[config.mk]
export PLATFORM = sky130hd
export DESIGN_NAME = udr_dma_req
export DESIGN_NICKNAME = d
export VERILOG_FILES = /design/src/rtl/dummy_none.sv /design/src/include/udr_pkg.sv /design/src/rtl/udr_baud_div.sv /design/src/rtl/udr_dma_req.sv
export SDC_FILE = /design/constraint.sdc
export NUM_CORES = 1
export LEC_CHECK = 0
export ABC_AREA = 1
export BUFFER_PORTS_ARGS = -buffer_cell sky130_fd_sc_hd__buf_2
export CELL_PAD_IN_SITES_DETAIL_PLACEMENT = 0
export CELL_PAD_IN_SITES_GLOBAL_PLACEMENT = 2
export CORE_MARGIN = 3
export CORE_UTILIZATION = 32
export CTS_BUF_LIST = sky130_fd_sc_hd__clkbuf_8
export DETAILED_ROUTE_END_ITERATION = 12
export PLACE_DENSITY_LB_ADDON = 0.25
export RECOVER_POWER = 100
export SYNTH_ARGS = -nofsm -noshare
export SYNTH_HDL_FRONTEND = slang
export SYNTH_SLANG_ARGS = --single-unit
[constraint.sdc]
create_clock -name sys_clk -period 1.8 [get_ports sys_clk]
set_input_delay 0.36 -clock sys_clk [delete_from_list [all_inputs] [get_ports sys_clk]]
set_output_delay 0.36 -clock sys_clk [all_outputs]
set_load 0.03 [all_outputs]
[src/rtl/dummy_none.sv]
`default_nettype none
`default_nettype wire

[src/include/udr_pkg.sv]
// Behaviour
// - Mode 1: receive request goes low on trigger level reached or character timeout.
// - Mode 1: receive request stays low until the receive FIFO is empty.
// - Mode 0: transmit request is low whenever transmit FIFO or holding register is empty.
// - Mode 0: transmit request goes high once the first character is written.
// - Mode 1: transmit request goes low when the transmit FIFO is empty.
// - Mode 1: transmit request stays low while filling, high only when completely full.
// - FIFO control bits 4 and 5 are reserved and have no function.
// - Trigger field bits 7:6 selects 1, 4, 8 or 14 bytes.
// - Received-data interrupt activates when receive count reaches the trigger level.
// - Received-data interrupt reaches its output only with receive enable bit 0 set.
// - Divisor generator supports divisors 6 down to 2 without divide-by-13 prescale.
// - Mode-select bit switches to mode 1 only while FIFO enable equals 1.
// - Mode 0: receive request low while at least one character is held.
`default_nettype none
package udr_pkg;
  localparam int          SYS_CLK_HZ      = 40000000;
  localparam int          SYS_CLK_NS      = 25;
  localparam int          FIFO_DEPTH      = 16;
  localparam int          CNT_W           = 5;
  localparam int          PRESCALE_DIV    = 13;
  localparam int          DIV_MIN         = 2;
  localparam int          DIV_MAX         = 6;
  // Register byte offsets
  localparam logic [7:0]  OFS_FIFO_CTRL   = 8'h00;
  localparam logic [7:0]  OFS_IRQ_EN      = 8'h04;
  localparam logic [7:0]  OFS_DIVISOR     = 8'h08;
  localparam logic [7:0]  OFS_INT_STATUS  = 8'h0C;
  localparam logic [7:0]  OFS_INT_MASK    = 8'h10;
  localparam logic [7:0]  OFS_LINE_STATE  = 8'h14;
  // fifo_control fields, then the divisor prescale bit
  localparam int          FC_ENABLE       = 0;
  localparam int          FC_RX_CLEAR     = 1;
  localparam int          FC_TX_CLEAR     = 2;
  localparam int          FC_DMA_SEL      = 3;
  localparam int          FC_TRIG_LSB     = 6;
  localparam int          FC_TRIG_MSB     = 7;
  localparam int          DIV_PRE13_BIT   = 16;
  // Interrupt status bits
  localparam int          IS_TRIGGER      = 0;
  localparam int          IS_TIMEOUT      = 1;
  localparam int          IS_TX_EMPTY     = 2;
  // Trigger levels in bytes
  localparam logic [4:0]  TRIG_LVL_0      = 5'h01;
  localparam logic [4:0]  TRIG_LVL_1      = 5'h04;
  localparam logic [4:0]  TRIG_LVL_2      = 5'h08;
  localparam logic [4:0]  TRIG_LVL_3      = 5'h0E;
  // Reset values
  localparam logic [15:0] RST_DIVISOR     = 16'h0000;
  localparam logic [3:0]  RST_IRQ_EN      = 4'h0;
  localparam logic [2:0]  RST_MASK        = 3'h0;

  function automatic logic [4:0] trig_level(input logic [1:0] sel);
    unique case (sel)
      2'h0: trig_level = TRIG_LVL_0;
      2'h1: trig_level = TRIG_LVL_1;
      2'h2: trig_level = TRIG_LVL_2;
      2'h3: trig_level = TRIG_LVL_3;
    endcase
  endfunction : trig_level

  function automatic logic is_mapped(input logic [7:0] a);
    is_mapped = (a == OFS_FIFO_CTRL) || (a == OFS_IRQ_EN) || (a == OFS_DIVISOR)
             || (a == OFS_INT_STATUS) || (a == OFS_INT_MASK) || (a == OFS_LINE_STATE);
  endfunction : is_mapped
endpackage : udr_pkg
`default_nettype wire

[src/rtl/udr_baud_div.sv]
`default_nettype none
module udr_baud_div (
  input  wire logic        sys_clk,    // System clock
  input  wire logic        nrst,       // Async reset, active low
  input  wire logic [15:0] divisor,    // Divisor for the 16x clock, 0 stops it
  input  wire logic        pre13,      // Divide-by-13 prescale enable
  output var  logic        baud16_en   // One-cycle 16x rate enable
);
  typedef struct packed {
    logic [3:0]  pcnt;
    logic [15:0] dcnt;
    logic        en;
  } udr_div_type;

  udr_div_type st_reg;
  udr_div_type st_next;
  logic        tick;

  always_comb
  begin
    st_next = st_reg;
    st_next.en = 1'b0;
    tick = 1'b1;
    if (pre13)
    begin
      tick = (st_reg.pcnt == 4'(udr_pkg::PRESCALE_DIV - 1));
      st_next.pcnt = tick ? 4'h0 : st_reg.pcnt + 4'h1;
    end
    else
    begin
      st_next.pcnt = 4'h0;
    end
    if (tick)
    begin
      if (st_reg.dcnt <= 16'h0001)
      begin
        st_next.dcnt = divisor;
        st_next.en = (divisor != 16'h0000);
      end
      else
      begin
        st_next.dcnt = st_reg.dcnt - 16'h0001;
      end
    end
  end

  always_ff @(posedge sys_clk or negedge nrst)
  begin
    if (!nrst)
      st_reg <= '0;
    else
      st_reg <= st_next;
  end

  assign baud16_en = st_reg.en;

  a_div_two_rate: assert property (@(posedge sys_clk) disable iff (!nrst)
    (baud16_en && divisor == 16'h0002 && !pre13) ##1 (divisor == 16'h0002 && !pre13)
    |-> !baud16_en ##1 baud16_en)
    else $error("divisor 2 does not give every second cycle");
endmodule : udr_baud_div
`default_nettype wire

[src/rtl/udr_dma_req.sv]
// Local design decisions: register access over APB and the address map.
`default_nettype none
module udr_dma_req #(
  parameter int FIFO_DEPTH = udr_pkg::FIFO_DEPTH
) (
  input  wire logic        sys_clk,          // System clock, 40 MHz
  input  wire logic        nrst,             // Async reset, active low
  input  wire logic        psel,             // APB select
  input  wire logic        penable,          // APB enable
  input  wire logic        pwrite,           // APB write
  input  wire logic [7:0]  paddr,            // APB byte address
  input  wire logic [31:0] pwdata,           // APB write data
  output var  logic [31:0] prdata,           // APB read data
  output var  logic        pready,           // APB ready
  output var  logic        pslverr,          // APB error on unmapped address
  input  wire logic [4:0]  rx_count,         // Bytes held in receive side
  input  wire logic [4:0]  tx_count,         // Bytes held in transmit side
  input  wire logic        rx_timeout,       // Character timeout level
  output var  logic        rx_dma_request_n, // Receive DMA request, active low
  output var  logic        tx_dma_request_n, // Transmit DMA request, active low
  output var  logic        rx_data_irq,      // Received-data interrupt, gated
  output var  logic        irq,              // Masked sticky status interrupt
  output var  logic        fifo_mode,        // FIFOs enabled
  output var  logic        rx_fifo_clear,    // One-cycle receive FIFO clear
  output var  logic        tx_fifo_clear,    // One-cycle transmit FIFO clear
  output var  logic        baud16_en         // 16x baud enable pulse
);
  typedef struct packed {
    logic        fifo_en;
    logic        dma_sel;
    logic [1:0]  trig;
    logic [3:0]  ier;
    logic [15:0] divisor;
    logic        pre13;
    logic [2:0]  status;
    logic [2:0]  mask;
    logic        rx_req_n;
    logic        tx_req_n;
    logic        rx_irq;
    logic        avail_d;
    logic        tout_d;
    logic        txe_d;
    logic        rx_clr;
    logic        tx_clr;
    logic [31:0] rdata;
  } udr_state_type;

  localparam logic [4:0] FULL_CNT = 5'(FIFO_DEPTH);

  udr_state_type st_reg;
  udr_state_type st_next;
  logic          wr_en;
  logic          rd_setup;
  logic          mode1;
  logic          rx_avail;
  logic          tx_empty;
  logic [2:0]    events;
  logic [2:0]    w1c;

  assign wr_en    = psel && penable && pwrite && udr_pkg::is_mapped(paddr);
  assign rd_setup = psel && !penable && !pwrite;
  // Mode 1 only while FIFOs are enabled
  assign mode1    = st_reg.fifo_en && st_reg.dma_sel;
  assign tx_empty = (tx_count == 5'h00);
  assign rx_avail = st_reg.fifo_en ? (rx_count >= udr_pkg::trig_level(st_reg.trig))
                                   : (rx_count != 5'h00);
  assign events   = {tx_empty && !st_reg.txe_d,
                     rx_timeout && !st_reg.tout_d,
                     rx_avail && !st_reg.avail_d};
  assign w1c      = (wr_en && paddr == udr_pkg::OFS_INT_STATUS) ? pwdata[2:0] : 3'h0;

  always_comb
  begin
    st_next = st_reg;
    st_next.rx_clr  = 1'b0;
    st_next.tx_clr  = 1'b0;
    st_next.avail_d = rx_avail;
    st_next.tout_d  = rx_timeout;
    st_next.txe_d   = tx_empty;
    // Set wins over a clear in the same cycle
    st_next.status  = (st_reg.status & ~w1c) | events;
    if (wr_en)
    begin
      unique case (paddr)
        udr_pkg::OFS_FIFO_CTRL:
        begin
          // Mode change between FIFO and character mode flushes both sides
          if (pwdata[udr_pkg::FC_ENABLE] != st_reg.fifo_en)
          begin
            st_next.rx_clr = 1'b1;
            st_next.tx_clr = 1'b1;
          end
          st_next.fifo_en = pwdata[udr_pkg::FC_ENABLE];
          // Other bits are programmed only with enable written as 1
          // Bits 4 and 5 are not stored
          if (pwdata[udr_pkg::FC_ENABLE])
          begin
            st_next.dma_sel = pwdata[udr_pkg::FC_DMA_SEL];
            st_next.trig    = pwdata[udr_pkg::FC_TRIG_MSB:udr_pkg::FC_TRIG_LSB];
            if (pwdata[udr_pkg::FC_RX_CLEAR])
              st_next.rx_clr = 1'b1;
            if (pwdata[udr_pkg::FC_TX_CLEAR])
              st_next.tx_clr = 1'b1;
          end
        end
        udr_pkg::OFS_IRQ_EN:
          st_next.ier = pwdata[3:0];
        udr_pkg::OFS_DIVISOR:
        begin
          st_next.divisor = pwdata[15:0];
          st_next.pre13   = pwdata[udr_pkg::DIV_PRE13_BIT];
        end
        udr_pkg::OFS_INT_MASK:
          st_next.mask = pwdata[2:0];
        default:
        begin
        end
      endcase
    end
    // Read data is captured in the setup cycle so pready can stay high
    if (rd_setup)
    begin
      st_next.rdata = 32'h0000_0000;
      unique case (paddr)
        udr_pkg::OFS_IRQ_EN:     st_next.rdata = {28'h0, st_reg.ier};
        udr_pkg::OFS_DIVISOR:    st_next.rdata = {15'h0, st_reg.pre13, st_reg.divisor};
        udr_pkg::OFS_INT_STATUS: st_next.rdata = {29'h0, st_reg.status};
        udr_pkg::OFS_INT_MASK:   st_next.rdata = {29'h0, st_reg.mask};
        udr_pkg::OFS_LINE_STATE: st_next.rdata = {15'h0, tx_count, 3'h0, rx_count,
                                                  mode1, st_reg.fifo_en,
                                                  st_reg.tx_req_n, st_reg.rx_req_n};
        default:                 st_next.rdata = 32'h0000_0000;
      endcase
    end
    if (mode1)
    begin
      // Held low until receive side empties
      if (rx_count == 5'h00)
        st_next.rx_req_n = 1'b1;
      else if (rx_avail || rx_timeout)
        st_next.rx_req_n = 1'b0;
      if (tx_count >= FULL_CNT)
        st_next.tx_req_n = 1'b1;
      else if (tx_empty)
        st_next.tx_req_n = 1'b0;
    end
    else
    begin
      // Receive low while any character is held, transmit low while empty
      st_next.rx_req_n = (rx_count == 5'h00);
      st_next.tx_req_n = !tx_empty;
    end
    st_next.rx_irq = st_reg.ier[0] && (rx_avail || (st_reg.fifo_en && rx_timeout));
  end

  always_ff @(posedge sys_clk or negedge nrst)
  begin
    if (!nrst)
    begin
      st_reg          <= '0;
      st_reg.ier      <= udr_pkg::RST_IRQ_EN;
      st_reg.divisor  <= udr_pkg::RST_DIVISOR;
      st_reg.mask     <= udr_pkg::RST_MASK;
      st_reg.avail_d  <= 1'b0;
      st_reg.txe_d    <= 1'b1;
      st_reg.rx_req_n <= 1'b1;
      st_reg.tx_req_n <= 1'b1;
    end
    else
    begin
      st_reg <= st_next;
    end
  end

  udr_baud_div u_div (
    .sys_clk   (sys_clk),
    .nrst      (nrst),
    .divisor   (st_reg.divisor),
    .pre13     (st_reg.pre13),
    .baud16_en (baud16_en)
  );

  assign prdata           = st_reg.rdata;
  assign pready           = 1'b1;
  assign pslverr          = psel && penable && !udr_pkg::is_mapped(paddr);
  assign rx_dma_request_n = st_reg.rx_req_n;
  assign tx_dma_request_n = st_reg.tx_req_n;
  assign rx_data_irq      = st_reg.rx_irq;
  assign irq              = |(st_reg.status & st_reg.mask);
  assign fifo_mode        = st_reg.fifo_en;
  assign rx_fifo_clear    = st_reg.rx_clr;
  assign tx_fifo_clear    = st_reg.tx_clr;

  a_rx_mode0_level: assert property (@(posedge sys_clk) disable iff (!nrst)
    !mode1 |=> rx_dma_request_n == ($past(rx_count) == 5'h00))
    else $error("mode 0 receive request does not follow occupancy");
  a_rx_mode1_release: assert property (@(posedge sys_clk) disable iff (!nrst)
    (mode1 && rx_count == 5'h00) |=> rx_dma_request_n)
    else $error("mode 1 receive request not released on empty");
  a_rx_mode1_trigger: assert property (@(posedge sys_clk) disable iff (!nrst)
    (mode1 && rx_count != 5'h00 && (rx_timeout || rx_count >= udr_pkg::trig_level(st_reg.trig)))
    |=> !rx_dma_request_n)
    else $error("mode 1 receive request missing at trigger or timeout");
  a_tx_mode0_level: assert property (@(posedge sys_clk) disable iff (!nrst)
    !mode1 |=> tx_dma_request_n == ($past(tx_count) != 5'h00))
    else $error("mode 0 transmit request does not follow occupancy");
  a_tx_mode1_empty: assert property (@(posedge sys_clk) disable iff (!nrst)
    (mode1 && tx_count == 5'h00) |=> !tx_dma_request_n)
    else $error("mode 1 transmit request missing on empty");
  a_tx_mode1_hold: assert property (@(posedge sys_clk) disable iff (!nrst)
    (mode1 && tx_count != 5'h00 && tx_count < FULL_CNT) |=> $stable(tx_dma_request_n))
    else $error("mode 1 transmit request moved while partly full");
  a_tx_mode1_full: assert property (@(posedge sys_clk) disable iff (!nrst)
    (mode1 && tx_count >= FULL_CNT) |=> tx_dma_request_n)
    else $error("mode 1 transmit request not released when full");
  a_rx_irq_gate: assert property (@(posedge sys_clk) disable iff (!nrst)
    !st_reg.ier[0] |=> !rx_data_irq)
    else $error("received-data interrupt passed while disabled");
  a_rx_irq_trigger: assert property (@(posedge sys_clk) disable iff (!nrst)
    (st_reg.ier[0] && st_reg.fifo_en && rx_count == udr_pkg::trig_level(st_reg.trig))
    |=> rx_data_irq)
    else $error("received-data interrupt missing at trigger level");
  a_dma_sel_gate: assert property (@(posedge sys_clk) disable iff (!nrst)
    (wr_en && paddr == udr_pkg::OFS_FIFO_CTRL && !pwdata[udr_pkg::FC_ENABLE])
    |=> !mode1 && $stable(st_reg.dma_sel))
    else $error("mode select programmed with FIFOs disabled");
endmodule : udr_dma_req
`default_nettype wire

==> impl_summary.txt <==
----------------------------------------------------
[Drt]
  Final ANT Viol Nets ... 0
  Detailed-router iteration count before antenna repair ... 4
  Vias ... 3972
  Total detailed-routing wirelength ... 12300 um
  Drt wl/cell ... 14.3 um
  Vias/cell ... 4.62
  DRC violation count after routing ... 0
  Number of DRC violations after detailed-routing iteration 0 ... between 200 and 250

[Clock tree]
  Worst skew pair latency ... approximately 0.37 ns
  Post-CTS sizing ... 0
  Number of buffers created by CTS ... 9
  Clock-pin slew on the worst setup and hold paths ... about 0.09 ns
  CTS hold repair buffers ... 1
  Clock tree from TritonCTS ... built
  Clk sink count ... 77
  Level count of the clock H-tree ... 3
  Root Driver ... sky130_fd_sc_hd__clkbuf_8
  Number of buffers between clock root and the deepest sink ... 2
  Post-CTS setup buffers ... 0

[Logic synthesis]
  Count of unique library cells instantiated by Yosys ... 37
  Synth top cells by count ... sky130_fd_sc_hd__nand2_1 (174), sky130_fd_sc_hd__inv_1 (75), sky130_fd_sc_hd__dfrtp_1 (74)
  Count of flip-flops with a built-in enable after synthesis ... 0
  Sequential-to-total area share from yosys stat ... 41.5%
  Mapped Area ... 4660 sq um
  Post-synth ARST share ... between 90% and 100%
  Cell type contributing the most total cell area after synthesis ... sky130_fd_sc_hd__dfrtp_1
  Dominant register cell in the synthesized netlist ... sky130_fd_sc_hd__dfrtp_1
  Cell with the most instances after synthesis ... sky130_fd_sc_hd__nand2_1
  Top cells by area in the synthesized netlist ... sky130_fd_sc_hd__dfrtp_1 (40%), sky130_fd_sc_hd__nand2_1 (14%), sky130_fd_sc_hd__inv_1 (6.0%), sky130_fd_sc_hd__buf_4 (5.5%), sky130_fd_sc_hd__nand3_1 (5.2%)
  Post-Syn Instances ... about 620
  Share of the synthesized area in the top cell type ... between 30% and 40%
  Warnings from Yosys ... 0
  Per-instance average area after synthesis ... 7.56 sq um
  Yosys reg bits ... 77

[Pwr]
  Leakage power ... roughly 2.7 nW
  Total power draw ... 5.71 mW
  Total power density per cell area ... between 1000 and 1500 nW/um^2
  Cell Int Power ... 3.44 mW
  Worst vdd rail ir drop ... slightly below 400 uV
  Switching power of the nets ... 2.27 mW
  Seq pwr share ... roughly two fifths
  Sw Share ... 39.8%
  Clock share of power ... 26.8%
  Power share of the combinational group ... between 30% and 40%

[STA]
  Final setup violation count ... 0
  Slew @ Worst Pin ... 0.683 ns
  Layout Skew ... 0.00810 ns
  Period minus WS final ... 1.67 ns
  Final count of hold timing violations ... 0
  Slew Limit Fails ... 0
  Max Freq ... 0.599 GHz
  Post-Route Hold Slack ... between 0.1 and 0.15 ns
  Max-Slew Margin vs Limit ... ~54%
  Crit share post-route ... 92.8%
  RSZ-0062 raised after global routing ... false
  Setup Total Neg Slack ... 0 ns

[Cells and area]
  Share of final-layout standard cells stronger than drive strength 1 ... 15.2%
  Filler cells ... 1551
  Synthesis-to-finish area growth ... 11.4%
  Area taken by flip-flops and latches ... 1930 sq um
  Flip-flop count of the largest register, all copies and words added ... 33
  Combined area of the multi-input logic cells ... 2110 sq um
  Antenna Diode Count ... 0
  Net count reported at finish ... 738

[Die]
  X dimension of the die ... 127 um
  Overall die area ... roughly 16000 sq um
  Boundary Pins ... 98
  Initial core utilization ... 33.2%
  Core Region ... 14000 sq um
  Standard-cell rows ... 43
  Die height ... 127 um

[Global routing]
  Grt ovf ... 0
  Combined global-route utilization of all metal layers ... 15.8%
  Pin count of the biggest net entering global routing ... 35
  Via count of the first global-routing pass ... 3850
  Initial antenna violation count ... 0
  Wire length of the first global-routing pass ... about 20000 um

[Hold path]
  Hold Path Class ... input pin to register

[Worst setup path]
  CP Capture Type ... output port
  Critical path data arrival time ... 1.31 ns
  Worst endpoint required time ... ~1.4 ns
  Category of the most critical setup path ... input pin to output port
  Worst-path maximum fanout ... 6
  Crit path launch type ... input pin

[Job]
  Total of max-cap violations ... 0

[Placement]
  Quantity of I/O buffers inserted on ports ... 66
  HPWL Detailed ... approximately 9500 um
  Final weighted congestion in routability-driven placement ... between 0.8 and 0.9

[Status]
  Outcome ... finished clean

----------------------------------------------------
## final timing paths
check	start	endpoint	slack, ns	cells after the start
min in group asynchronous	nrst	u_div.baud16_en	0.54	2
worst max-delay path	paddr[5]	pslverr	0.13	8
max in group asynchronous	nrst	prdata[16]	0.37	3
worst min-delay path	rx_timeout	st_reg[35]	0.13	1
worst min register to register	st_reg[35]	st_reg[44]	0.42	1
worst max register to register	u_div.st_reg[1]	u_div.st_reg[2]	0.16	8
## cells in the final DEF, fill, tap and decap left out, types with 4 or more instances in the layout
cell type / count
sky130_fd_sc_hd__nand2_1: 174
sky130_fd_sc_hd__inv_1: 77
sky130_fd_sc_hd__dfrtp_1: 74
sky130_fd_sc_hd__nand3_1: 56
sky130_fd_sc_hd__nor2_1: 49
sky130_fd_sc_hd__buf_2: 37
sky130_fd_sc_hd__clkbuf_1: 29
sky130_fd_sc_hd__o21ai_0: 28
sky130_fd_sc_hd__a21oi_1: 21
sky130_fd_sc_hd__nand4_1: 18
sky130_fd_sc_hd__conb_1: 16
sky130_fd_sc_hd__clkbuf_8: 10
sky130_fd_sc_hd__ha_1: 8
sky130_fd_sc_hd__nor2_2: 7
sky130_fd_sc_hd__nor2_4: 6
sky130_fd_sc_hd__buf_4: 6
sky130_fd_sc_hd__o22ai_1: 5
sky130_fd_sc_hd__inv_2: 4
sky130_fd_sc_hd__or2_2: 4
sky130_fd_sc_hd__nand2_2: 4
sky130_fd_sc_hd__nand3_2: 4
sky130_fd_sc_hd__o31ai_1: 4
sky130_fd_sc_hd__o21ai_1: 4
sky130_fd_sc_hd__clkbuf_2: 4
## cell families after synthesis
group                    count (synthesis)  share of synthesized area, %
AND/OR/NAND/NOR                        335                          34.8
buffers and inverters                  126                          13.3
flip-flops                              77                          41.5
AO/OA/AOI/OAI                           65                          7.50
adder cells (fa/ha/maj)                  8                          2.15
XOR/XNOR                                 3                         0.564
other                                    2                         0.161
## layer usage
layer / track usage [%] / up-vias / share of wire, %
met2: 25.5 / 61 / 48
li1: - / 2032 / -
met3: 3.62 / 10 / 3.2
met4: 3.60 / 0 / 1.0
met1: 21.6 / 1869 / 48
met5: 0 / - / 0
## through the flow
step	setup WS (ns)	area (sq um)	std cells	utilization [%]
after floorplan	0.178	4710	630	-
after CTS	0.130	5280	859	37.6
after detailed placement	0.153	5050	842	36.0
after global routing	0.0178	5190	859	36.9
final	0.129	5190	859	36.9
after global placement	0.168	5050	842	36.0
## critical path, cell delays in order
cell and delay [ns]:
sky130_fd_sc_hd__buf_2 0.09, sky130_fd_sc_hd__inv_1 0.09, sky130_fd_sc_hd__nand2_1 0.07, sky130_fd_sc_hd__nor2_2 0.24
sky130_fd_sc_hd__nand2_1 0.10, sky130_fd_sc_hd__nand3_2 0.13, sky130_fd_sc_hd__nor2_1 0.05, sky130_fd_sc_hd__buf_2 0.17
## power by group through the flow
stage	clock, mW	combinational, mW	sequential [mW]
after global placement	0	1.98	2.27
after CTS	1.59	2.02	2.25
after detailed placement	0	2.01	2.28
after floorplan	0	1.60	2.21
final	1.53	1.93	2.25
after global routing	1.64	2.20	2.29
## final cells by class
cell class,instances,share of cell area (%)
Clock buffer,10,2.65
Clock inverter,6,1.66
Inverter,80,5.79
Multi-Input combinational cell,427,40.7
Sequential cell,77,37.2
Tap cell,180,4.34
Timing Repair Buffer,79,7.65
(Power assumes the default switching activity.)
